$ cat src/hdl/mcr_pkg.sv
// Shared constants and carriers for the command register block
package mcr_pkg;

  // Register map
  localparam logic [7:0]  CMD_REG_OFFSET  = 8'h00;        // Byte offset of command_register
  localparam logic [31:0] CMD_REG_RESET   = 32'h00000000; // Hard and soft reset value

  // Field positions inside command_register
  localparam int BIT_TX_ENABLE   = 0;  // transmit_enable
  localparam int BIT_TX_DISABLE  = 1;  // Transmit disable, write-only
  localparam int BIT_RX_ENABLE   = 2;  // receive_enable
  localparam int BIT_RX_DISABLE  = 3;  // Receive disable, write-only
  localparam int BIT_TX_PATH_RST = 4;  // transmit_path_reset
  localparam int BIT_RX_PATH_RST = 5;  // receive_path_reset
  localparam int BIT_SW_INT      = 7;  // software_interrupt_request
  localparam int BIT_SOFT_RST    = 8;  // Full software reset

  // Soft reset duration
  localparam int CLK_PERIOD_NS  = 8;     // Core clock period
  localparam int SOFT_RST_NS    = 1000;  // Least time the soft reset is held
  localparam int SOFT_RST_CYC_I = (SOFT_RST_NS + CLK_PERIOD_NS - 1) / CLK_PERIOD_NS;
  localparam logic [7:0] SOFT_RST_CYC = SOFT_RST_CYC_I[7:0]; // 125 cycles

  // Register access request from the host side
  typedef struct packed {
    logic        wr;     // Write strobe, one cycle
    logic        rd;     // Read strobe, one cycle
    logic [7:0]  addr;   // Byte offset
    logic [31:0] wdata;  // Write data
  } mcr_req_t;

  // Command pulses to one data path
  typedef struct packed {
    logic reset;  // Abort and discard, force idle
    logic start;  // Activate state machine
    logic stop;   // Request disable
  } mcr_path_cmd_t;

  // Soft reset sequencer states
  typedef enum logic [0:0] {
    SEQ_IDLE,
    SEQ_HOLD
  } mcr_seq_e_t;

  // Sequencer state
  typedef struct packed {
    mcr_seq_e_t state;  // Current state
    logic [7:0] count;  // Cycles left in hold
    logic       busy;   // Reset in progress
    logic       done;   // Completion pulse
  } mcr_seq_t;

  // Command register state
  typedef struct packed {
    logic          tx_en;         // Transmit machine active
    logic          rx_en;         // Receive machine active
    logic          tx_stop_pend;  // Transmit disable waiting for idle
    logic          rx_stop_pend;  // Receive disable waiting for idle
    mcr_path_cmd_t tx_cmd;        // Transmit command pulses
    mcr_path_cmd_t rx_cmd;        // Receive command pulses
    logic          software_interrupt_request;           // Software interrupt pulse
    logic          rvalid;        // Read data valid pulse
    logic [31:0]   rdata;         // Read data
  } mcr_state_t;

endpackage

$ cat src/hdl/mcr_reset_seq.sv
`timescale 1ns/1ns
// Holds the soft reset for a fixed number of cycles, then releases it
module mcr_reset_seq (
  input  wire logic i_ref_clk,  // Core clock
  input  wire logic i_reset,    // Hard reset, sync, active high
  input  wire logic i_start,    // Start request pulse
  output logic      o_busy,     // Soft reset level
  output logic      o_done      // Completion pulse
);

  mcr_pkg::mcr_seq_t st_r;   // Registered state
  mcr_pkg::mcr_seq_t st_nxt; // Next state

  // Next state logic
  always_comb begin
    st_nxt      = st_r;
    st_nxt.done = 1'b0;
    case (st_r.state)
      mcr_pkg::SEQ_IDLE: begin
        // Start a new hold period
        if (i_start) begin
          st_nxt.state = mcr_pkg::SEQ_HOLD;
          st_nxt.count = mcr_pkg::SOFT_RST_CYC - 8'h01;
          st_nxt.busy  = 1'b1;
        end
      end
      mcr_pkg::SEQ_HOLD: begin
        // Count down, release at zero
        if (st_r.count == 8'h00) begin
          st_nxt.state = mcr_pkg::SEQ_IDLE;
          st_nxt.busy  = 1'b0;
          st_nxt.done  = 1'b1;
        end else begin
          st_nxt.count = st_r.count - 8'h01;
        end
      end
      default: begin
        st_nxt = '0;
      end
    endcase
  end

  // State register
  always_ff @(posedge i_ref_clk) begin
    if (i_reset) begin
      st_r <= '0;
    end else begin
      st_r <= st_nxt;
    end
  end

  assign o_busy = st_r.busy;
  assign o_done = st_r.done;

endmodule

$ cat src/hdl/mcr_command_register.sv
`timescale 1ns/1ns
//
// Contract
// - Write 1 runs command; all bits reset zero
// - Bit 8 full reset, includes both path resets
// - Reset bit reads 1, self clears
// - Bit 7 raises interrupt, gated by mask
// - Bit 5 aborts receive, receiver goes idle
// - Bit 4 aborts transmit, transmitter goes idle
// - Bit 3 disables receiver, reads zero
// - Bit 2 enables receiver, reads active state
// - Bit 1 disables transmitter, reads zero
// - Bit 0 enables transmitter, reads active state
// - Host access; reserved writes ignored
module mcr_command_register (
  input  wire logic                   i_ref_clk,          // Core clock, 125 MHz
  input  wire logic                   i_reset,            // Hard reset, sync, active high
  input  wire mcr_pkg::mcr_req_t      i_reg_req,          // Host register request
  input  wire logic                   i_tx_idle,          // Transmit machine is idle
  input  wire logic                   i_rx_idle,          // Receive machine is idle
  input  wire logic                   i_swi_unmasked,     // Mask lets soft interrupt through
  output logic [31:0]                 o_reg_rdata,        // Read data
  output logic                        o_reg_rvalid,       // Read data valid pulse
  output mcr_pkg::mcr_path_cmd_t      o_tx_cmd,           // Transmit path command pulses
  output mcr_pkg::mcr_path_cmd_t      o_rx_cmd,           // Receive path command pulses
  output logic                        o_transmit_enable,  // Transmit machine active
  output logic                        o_receive_enable,   // Receive machine active
  output logic                        o_soft_reset,       // Soft reset level to the chip
  output logic                        o_sw_interrupt      // Software interrupt pulse
);

  // True when an offset selects command_register
  function automatic logic addr_hit(input logic [7:0] addr);
    addr_hit = (addr == mcr_pkg::CMD_REG_OFFSET);
  endfunction

  mcr_pkg::mcr_state_t st_r;    // Registered state
  mcr_pkg::mcr_state_t st_nxt;  // Next state
  logic                seq_busy; // Soft reset in progress
  logic                seq_start; // Soft reset request
  logic                seq_done; // Soft reset completion pulse
  logic [31:0]         wr_bits;  // Write data when this register is hit
  logic                rd_hit;   // Read of this register
  logic [31:0]         rd_value; // Live read image

  // Write decode; other offsets see no bits at all
  always_comb begin
    wr_bits = '0;
    if (i_reg_req.wr && addr_hit(i_reg_req.addr)) begin
      wr_bits = i_reg_req.wdata;
    end
  end

  assign rd_hit    = i_reg_req.rd && addr_hit(i_reg_req.addr);
  assign seq_start = wr_bits[mcr_pkg::BIT_SOFT_RST] && !seq_busy;

  // Soft reset timer
  mcr_reset_seq mcr_reset_seq_inst (
    .i_ref_clk (i_ref_clk),
    .i_reset   (i_reset),
    .i_start   (seq_start),
    .o_busy    (seq_busy),
    .o_done    (seq_done)
  );

  // Read image: write-only and command bits read zero, except bit 8 reads busy and bits 2 and 0 read the enables
  always_comb begin
    rd_value                         = mcr_pkg::CMD_REG_RESET;
    rd_value[mcr_pkg::BIT_SOFT_RST]  = seq_busy;
    rd_value[mcr_pkg::BIT_RX_ENABLE] = st_r.rx_en;
    rd_value[mcr_pkg::BIT_TX_ENABLE] = st_r.tx_en;
  end

  // Next state of the command logic
  always_comb begin
    st_nxt        = st_r;
    st_nxt.tx_cmd = '0;
    st_nxt.rx_cmd = '0;
    st_nxt.software_interrupt_request    = 1'b0;
    st_nxt.rvalid = 1'b0;

    // Read returns the live image
    if (rd_hit) begin
      st_nxt.rvalid = 1'b1;
      st_nxt.rdata  = rd_value;
    end

    // Disables complete once the machine reports idle
    if (st_r.tx_stop_pend && i_tx_idle) begin
      st_nxt.tx_en        = 1'b0;
      st_nxt.tx_stop_pend = 1'b0;
    end
    if (st_r.rx_stop_pend && i_rx_idle) begin
      st_nxt.rx_en        = 1'b0;
      st_nxt.rx_stop_pend = 1'b0;
    end

    if (seq_busy || seq_start) begin
      // Soft reset: enables and pending disables back to zero, both paths reset
      st_nxt.tx_en        = 1'b0;
      st_nxt.rx_en        = 1'b0;
      st_nxt.tx_stop_pend = 1'b0;
      st_nxt.rx_stop_pend = 1'b0;
      st_nxt.tx_cmd.reset = seq_start;
      st_nxt.rx_cmd.reset = seq_start;
    end else begin
      // Software interrupt, gated by the mask
      if (wr_bits[mcr_pkg::BIT_SW_INT]) begin
        st_nxt.software_interrupt_request = i_swi_unmasked;
      end

      // Transmit path
      if (wr_bits[mcr_pkg::BIT_TX_PATH_RST]) begin
        st_nxt.tx_cmd.reset = 1'b1;
        st_nxt.tx_en        = 1'b0;
        st_nxt.tx_stop_pend = 1'b0;
      end else if (wr_bits[mcr_pkg::BIT_TX_DISABLE]) begin
        st_nxt.tx_cmd.stop  = 1'b1;
        st_nxt.tx_stop_pend = 1'b1;
      end else if (wr_bits[mcr_pkg::BIT_TX_ENABLE]) begin
        st_nxt.tx_cmd.start = 1'b1;
        st_nxt.tx_en        = 1'b1;
      end

      // Receive path
      if (wr_bits[mcr_pkg::BIT_RX_PATH_RST]) begin
        st_nxt.rx_cmd.reset = 1'b1;
        st_nxt.rx_en        = 1'b0;
        st_nxt.rx_stop_pend = 1'b0;
      end else if (wr_bits[mcr_pkg::BIT_RX_DISABLE]) begin
        st_nxt.rx_cmd.stop  = 1'b1;
        st_nxt.rx_stop_pend = 1'b1;
      end else if (wr_bits[mcr_pkg::BIT_RX_ENABLE]) begin
        st_nxt.rx_cmd.start = 1'b1;
        st_nxt.rx_en        = 1'b1;
      end
    end
  end

  // State register, cleared by hard reset
  always_ff @(posedge i_ref_clk) begin
    if (i_reset) begin
      st_r <= '0;
    end else begin
      st_r <= st_nxt;
    end
  end

  // Outputs straight from flip-flops
  assign o_reg_rdata       = st_r.rdata;
  assign o_reg_rvalid      = st_r.rvalid;
  assign o_tx_cmd          = st_r.tx_cmd;
  assign o_rx_cmd          = st_r.rx_cmd;
  assign o_transmit_enable = st_r.tx_en;
  assign o_receive_enable  = st_r.rx_en;
  assign o_soft_reset      = seq_busy;
  assign o_sw_interrupt    = st_r.software_interrupt_request;

  // Soft reset reads back as one while active
  rst_readback_a: assert property (
    @(posedge i_ref_clk) disable iff (i_reset)
    rd_hit && seq_busy |=> o_reg_rdata[mcr_pkg::BIT_SOFT_RST])
    else $error("Reset bit did not read as one during soft reset");

  // Soft reset lasts exactly its hold time
  rst_hold_a: assert property (
    @(posedge i_ref_clk) disable iff (i_reset)
    $rose(seq_busy) |-> ##124 seq_busy ##1 !seq_busy)
    else $error("Soft reset length is wrong");

  // Soft reset resets both paths and clears enables
  rst_paths_a: assert property (
    @(posedge i_ref_clk) disable iff (i_reset)
    seq_start |=> o_tx_cmd.reset && o_rx_cmd.reset && o_soft_reset
                  && !o_transmit_enable && !o_receive_enable)
    else $error("Soft reset did not reset both paths");

  // Enables stay clear throughout soft reset
  rst_zero_a: assert property (
    @(posedge i_ref_clk) disable iff (i_reset)
    seq_busy |=> !o_transmit_enable && !o_receive_enable)
    else $error("Enable set during soft reset");

  // Software interrupt follows the mask
  swi_mask_a: assert property (
    @(posedge i_ref_clk) disable iff (i_reset)
    wr_bits[mcr_pkg::BIT_SW_INT] && !seq_busy && !seq_start
      |=> o_sw_interrupt == $past(i_swi_unmasked))
    else $error("Software interrupt not gated by mask");

  // Receive path reset forces idle
  rx_reset_a: assert property (
    @(posedge i_ref_clk) disable iff (i_reset)
    wr_bits[mcr_pkg::BIT_RX_PATH_RST] && !seq_busy
      |=> o_rx_cmd.reset && !o_receive_enable)
    else $error("Receive path reset did not idle receiver");

  // Transmit path reset forces idle
  tx_reset_a: assert property (
    @(posedge i_ref_clk) disable iff (i_reset)
    wr_bits[mcr_pkg::BIT_TX_PATH_RST] && !seq_busy
      |=> o_tx_cmd.reset && !o_transmit_enable)
    else $error("Transmit path reset did not idle transmitter");

  // Disable bits never read back
  wonly_read_a: assert property (
    @(posedge i_ref_clk) disable iff (i_reset)
    o_reg_rvalid |-> !o_reg_rdata[mcr_pkg::BIT_RX_DISABLE]
                     && !o_reg_rdata[mcr_pkg::BIT_TX_DISABLE])
    else $error("Write-only disable bit read as one");

  // Receive disable completes on idle
  rx_disable_a: assert property (
    @(posedge i_ref_clk) disable iff (i_reset)
    st_r.rx_stop_pend && i_rx_idle && !wr_bits[mcr_pkg::BIT_RX_ENABLE]
      |=> !o_receive_enable)
    else $error("Receiver disable did not clear enable");

  // Receive enable reads the active state
  rx_readback_a: assert property (
    @(posedge i_ref_clk) disable iff (i_reset)
    rd_hit |=> o_reg_rdata[mcr_pkg::BIT_RX_ENABLE] == $past(o_receive_enable))
    else $error("Receive enable readback mismatch");

  // Transmit enable starts the machine
  tx_start_a: assert property (
    @(posedge i_ref_clk) disable iff (i_reset)
    wr_bits[mcr_pkg::BIT_TX_ENABLE] && !wr_bits[mcr_pkg::BIT_TX_DISABLE]
      && !wr_bits[mcr_pkg::BIT_TX_PATH_RST] && !seq_busy && !seq_start
      |=> o_transmit_enable && o_tx_cmd.start)
    else $error("Transmit enable did not start transmitter");

  // Transmit disable wins over enable in one write
  both_bits_a: assert property (
    @(posedge i_ref_clk) disable iff (i_reset)
    wr_bits[mcr_pkg::BIT_TX_ENABLE] && wr_bits[mcr_pkg::BIT_TX_DISABLE]
      |=> !o_tx_cmd.start)
    else $error("Enable honoured alongside disable");

  // Writes elsewhere leave the transmit enable alone
  reserved_wr_a: assert property (
    @(posedge i_ref_clk) disable iff (i_reset)
    i_reg_req.wr && !addr_hit(i_reg_req.addr) && !seq_busy && !st_r.tx_stop_pend
      && !rd_hit
      |=> o_transmit_enable == $past(o_transmit_enable))
    else $error("Write to other offset changed transmit enable");

  // Completion pulse comes as the reset level drops
  rst_done_a: assert property (
    @(posedge i_ref_clk) disable iff (i_reset)
    seq_done |-> !o_soft_reset && $past(o_soft_reset))
    else $error("Soft reset completion out of step");

  // Reset bit reads zero once the reset is over
  rst_clear_a: assert property (
    @(posedge i_ref_clk) disable iff (i_reset)
    rd_hit && !seq_busy |=> !o_reg_rdata[mcr_pkg::BIT_SOFT_RST])
    else $error("Reset bit read as one when idle");

  // Transmit disable write pulses stop only
  tx_stop_a: assert property (
    @(posedge i_ref_clk) disable iff (i_reset)
    wr_bits[mcr_pkg::BIT_TX_DISABLE] && !wr_bits[mcr_pkg::BIT_TX_PATH_RST]
      && !seq_busy && !seq_start
      |=> o_tx_cmd.stop && !o_tx_cmd.start)
    else $error("Transmit disable did not pulse stop");

  // Transmit disable completes on idle
  tx_disable_a: assert property (
    @(posedge i_ref_clk) disable iff (i_reset)
    st_r.tx_stop_pend && i_tx_idle && !wr_bits[mcr_pkg::BIT_TX_ENABLE]
      |=> !o_transmit_enable)
    else $error("Transmitter disable did not clear enable");

  // Transmit enable reads the active state
  tx_readback_a: assert property (
    @(posedge i_ref_clk) disable iff (i_reset)
    rd_hit |=> o_reg_rdata[mcr_pkg::BIT_TX_ENABLE] == $past(o_transmit_enable))
    else $error("Transmit enable readback mismatch");

  // Receive enable starts the machine
  rx_start_a: assert property (
    @(posedge i_ref_clk) disable iff (i_reset)
    wr_bits[mcr_pkg::BIT_RX_ENABLE] && !wr_bits[mcr_pkg::BIT_RX_DISABLE]
      && !wr_bits[mcr_pkg::BIT_RX_PATH_RST] && !seq_busy && !seq_start
      |=> o_receive_enable && o_rx_cmd.start)
    else $error("Receive enable did not start receiver");

  // Receive disable wins over enable in one write
  rx_both_a: assert property (
    @(posedge i_ref_clk) disable iff (i_reset)
    wr_bits[mcr_pkg::BIT_RX_ENABLE] && wr_bits[mcr_pkg::BIT_RX_DISABLE]
      && !wr_bits[mcr_pkg::BIT_RX_PATH_RST] && !seq_busy && !seq_start
      |=> o_rx_cmd.stop && !o_rx_cmd.start)
    else $error("Receive enable honoured alongside disable");

  // Reads elsewhere get no answer
  rd_unmapped_a: assert property (
    @(posedge i_ref_clk) disable iff (i_reset)
    i_reg_req.rd && !addr_hit(i_reg_req.addr) |=> !o_reg_rvalid)
    else $error("Read of other offset was answered");

  // Interrupt pulse only follows a write of its bit
  swi_only_a: assert property (
    @(posedge i_ref_clk) disable iff (i_reset)
    !wr_bits[mcr_pkg::BIT_SW_INT] |=> !o_sw_interrupt)
    else $error("Software interrupt without a write");

endmodule

$ cat config.mk
export PLATFORM = sky130hd
export DESIGN_NAME = mcr_command_register
export DESIGN_NICKNAME = d
export VERILOG_FILES = /design/src/hdl/mcr_pkg.sv /design/src/hdl/mcr_reset_seq.sv /design/src/hdl/mcr_command_register.sv
export SDC_FILE = /design/constraint.sdc
export NUM_CORES = 1
export LEC_CHECK = 0
export BUFFER_PORTS_ARGS = -buffer_cell sky130_fd_sc_hd__buf_2
export CAP_MARGIN = 20
export CORE_ASPECT_RATIO = 0.7
export CORE_MARGIN = 3
export CORE_UTILIZATION = 37
export DETAILED_ROUTE_END_ITERATION = 8
export PLACE_DENSITY = 0.76
export RECOVER_POWER = 25
export SLEW_MARGIN = 30
export SYNTH_ARGS = -nofsm -noshare
export SYNTH_HDL_FRONTEND = slang
export SYNTH_SLANG_ARGS = --single-unit
$ cat constraint.sdc
create_clock -name i_ref_clk -period 1.3 [get_ports i_ref_clk]
set_input_delay 0.26 -clock i_ref_clk [delete_from_list [all_inputs] [get_ports i_ref_clk]]
set_output_delay 0.26 -clock i_ref_clk [all_outputs]
set_load 0.05 [all_outputs]
==> impl_metrics.env <==
export IMPL_status="finished, violations left"
export IMPL_violations="negative setup slack"
export IMPL_synth_edff_count=0
export IMPL_cts_buffers=3
export IMPL_whs_ns=0.163
export IMPL_fmax_mhz=684
export IMPL_path_max_fanout=5
export IMPL_crit_required_ns=1.46
export IMPL_place_hpwl_um=2210
export IMPL_gp_congestion=0.821
export IMPL_fin_util_pct=49.5
export IMPL_cp_arrival_ns=1.62
export IMPL_path_class="flip-flop to flip-flop"
export IMPL_synth_ff_type="dfxtp_1"
export IMPL_p_leak_nw=0.769
export IMPL_setup_viol=9
export IMPL_synth_seq_cells=25
export IMPL_synth_most_common_cell="buf_4"
export IMPL_ys_types=35
export IMPL_syn_area_um2=1340
export IMPL_grt_pass1_vias=962
export IMPL_crit_top_cell="a21oi_1"
export IMPL_powerDensity_nw_per_um2=901
export IMPL_cp_end_kind="flip-flop"
export IMPL_fin_crit_sh_pct=113
export IMPL_cts_tree="yes"
export IMPL_drcViolationCount=0
export IMPL_regArea_um2=508
export IMPL_rr_endpoint="mcr_reset_seq_inst.st_r[6]"
export IMPL_multiInputGateArea_um2=696
export IMPL_pin_count=90
export IMPL_synth_async_reset_ratio_pct=0
export IMPL_viasPerCell=4.47
export IMPL_reg2reg_depth=7
export IMPL_total_power_mw=1.48
export IMPL_seq_area_frac_synth_pct=37.3
export IMPL_worstPathCellList="inv_4 > ha_4 > nor4b_4 > buf_4 > a211oi_1 > a21oi_1 > a21oi_1"
export IMPL_synth_top_area_share_pct=37.3
export IMPL_row_count=17
export IMPL_worst_slack_ns=-0.163
export IMPL_die_width_um=78.0
export IMPL_drive_gt1_share_pct=36.9
export IMPL_finalCriticalPeriod_ns=1.46
export IMPL_fin_area_um2=1640
export IMPL_initial_core_util_pct=40.5
export IMPL_slowest_stage="dfxtp_4"
export IMPL_start_kind="flip-flop"
export IMPL_vdd_drop_max_uv=710
export IMPL_netlist_top_cells_count="38 x buf_4, 25 x dfxtp_1, 17 x nor2_1"
export IMPL_rsz0062_at_grt="true"
export IMPL_grtUsageTotal_pct=12.3
export IMPL_slowest_delay_ns=0.37
export IMPL_synthTopCellsByArea="dfxtp_1 37%, buf_4 21%, a21oi_1 5.2%"
export IMPL_routedWlPerCell_um=11.7
export IMPL_die_h_um=56.4
export IMPL_cts_buffer_depth=2
export IMPL_hold_buffers=0
export IMPL_syn_inst=151
export IMPL_crit_buf_inv=2
export IMPL_clkLatencyLatePin_ns=0.27
export IMPL_min_from="i_reg_req[4]"
export IMPL_drt_pass1_iter_count=4
export IMPL_skew_ns=0.00299
export IMPL_drv_slew=0
export IMPL_first_iter_violations=62
export IMPL_critPathTopFamily="flip-flops"
export IMPL_dpl_cell_area_um2=1540
export IMPL_fillerInstances=323
export IMPL_routed_wl_um=2860
export IMPL_hold_end="o_tx_cmd[0]"
export IMPL_coreArea_um2=3320
export IMPL_detail_route_antenna_nets=0
export IMPL_yosysWarnings=0
export IMPL_grt_max_degree=16
export IMPL_yosysTopAreaCell="dfxtp_1"
export IMPL_antenna_found_initial=0
export IMPL_hold_depth=2
export IMPL_num_antenna_cells=0
export IMPL_rr_startpoint="mcr_reset_seq_inst.st_r[2]"
export IMPL_dr_total_vias=1094
export IMPL_finalHoldViolations=0
export IMPL_clockRootBuffer="clkbuf_8"
export IMPL_die_area_um2=4400
export IMPL_port_buffers=36
export IMPL_max_cap_violations=0
export IMPL_syn_area_per_cell_um2=8.89
export IMPL_nets=248
export IMPL_overflow=0
export IMPL_grt_pass1_wl_um=4310
export IMPL_area_growth_pct=22.4
export IMPL_setup_tns_final_ns=-1.16
export IMPL_hold_class="input pin to flip-flop"
export IMPL_reg2reg_slack_ns=-0.16
export IMPL_cts_clk_slew_worst_paths_ns=0.08
export IMPL_clkSinkCount=25
export IMPL_htreeDepth=1
[report_power, final]
group	leakage [nW]	switching [mW]	internal (mW)
clock	0.0228	0.233	0.219
combinational	0.542	0.226	0.0379
sequential	0.204	0.000399	0.763
[how the worst max path moves through the flow]
stage	start	to	slack (ns)	depth (start not counted)
final	mcr_reset_seq_inst.st_r[2]	mcr_reset_seq_inst.st_r[6]	-0.16	7
after global routing	mcr_reset_seq_inst.st_r[2]	mcr_reset_seq_inst.st_r[6]	-0.26	7
after CTS	mcr_reset_seq_inst.st_r[2]	mcr_reset_seq_inst.st_r[6]	-0.16	7
after detailed placement	mcr_reset_seq_inst.st_r[2]	mcr_reset_seq_inst.st_r[6]	-0.15	7
after global placement	i_reg_req[33]	st_r[41]	-0.11	5
after floorplan	mcr_reset_seq_inst.st_r[2]	mcr_reset_seq_inst.st_r[5]	0.002	4
[area by class of cell]
class	instances	share of cell area [%]
clock buffer	4	2.74
timing repair buffer	55	19.3
multi-input combinational	110	42.3
tap	47	3.58
inverter	4	1.07
sequential	25	30.9
[per-stage QoR]
| step | worst slack (ns) | instances |
|---|---|---|
| 3_3_place_gp | -0.114 | 237 |
| 4_1_cts | -0.159 | 243 |
| 5_1_grt | -0.258 | 245 |
| 6_report | -0.163 | 245 |
| 2_1_floorplan | 0.00239 | 179 |
| 3_5_place_dp | -0.152 | 237 |
[kinds of logic (layout without fill, tap and decap cells)]
kind of cell    Yosys count  after routing  synth area share [%]
simple gates             49             49                  22.5
buf+inv                  44             63                  23.0
compound gates           25             25                  11.4
flops                    25             25                  37.3
mux                       5              5                  3.73
fa+ha+maj                 2              2                  1.86
other cells               1             29                 0.279
[placed cells by master (no fill, tap or decap), drive strengths merged, types with 3 or more instances in the layout]
cell type / n
conb: 29
nor2: 17
nand3: 6
a21oi: 14
nor4: 4
clkbuf: 6
dfxtp: 25
a211oi: 3
buf: 53
inv: 4
nor3: 3
nand2: 5
mux2i: 5
[routing by layer]
metal	vias up	share of wire, %	global-route usage (%)	routed length [µm]
met5	-	0	0	0
met4	0	0.81	2.99	23
met3	2	6.6	4.49	189
met2	33	44	18.0	1270
met1	508	48	17.1	1380
li1	551	-	-	-
[repair_timing]
action / 4_1_cts / 5_1_grt
cloned: 0 / 0
pin swaps: 14 / 3
resized for setup: 4 / 5
setup buffers: 2 / 2
setup endpoints to repair: 9 / 11
[state kept, by name, summed over array words and instances (netlist names)]
name,flops
o_receive_enable,1
o_transmit_enable,1
mcr_reset_seq_inst.st_r,9
o_tx_cmd,3
o_reg_rdata,3
o_sw_interrupt,1
mcr_reset_seq_inst.o_busy,1
o_reg_rvalid,1
o_rx_cmd,3
st_r,2
[worst register-to-register path: stages (launching register included)]
cell      delay, ns
dfxtp_4        0.37
inv_4          0.07
ha_4           0.12
nor4b_4        0.32
buf_4          0.19
a211oi_1       0.06
a21oi_1        0.13
a21oi_1        0.09
Note: power is estimated with default switching activity, not from simulation.
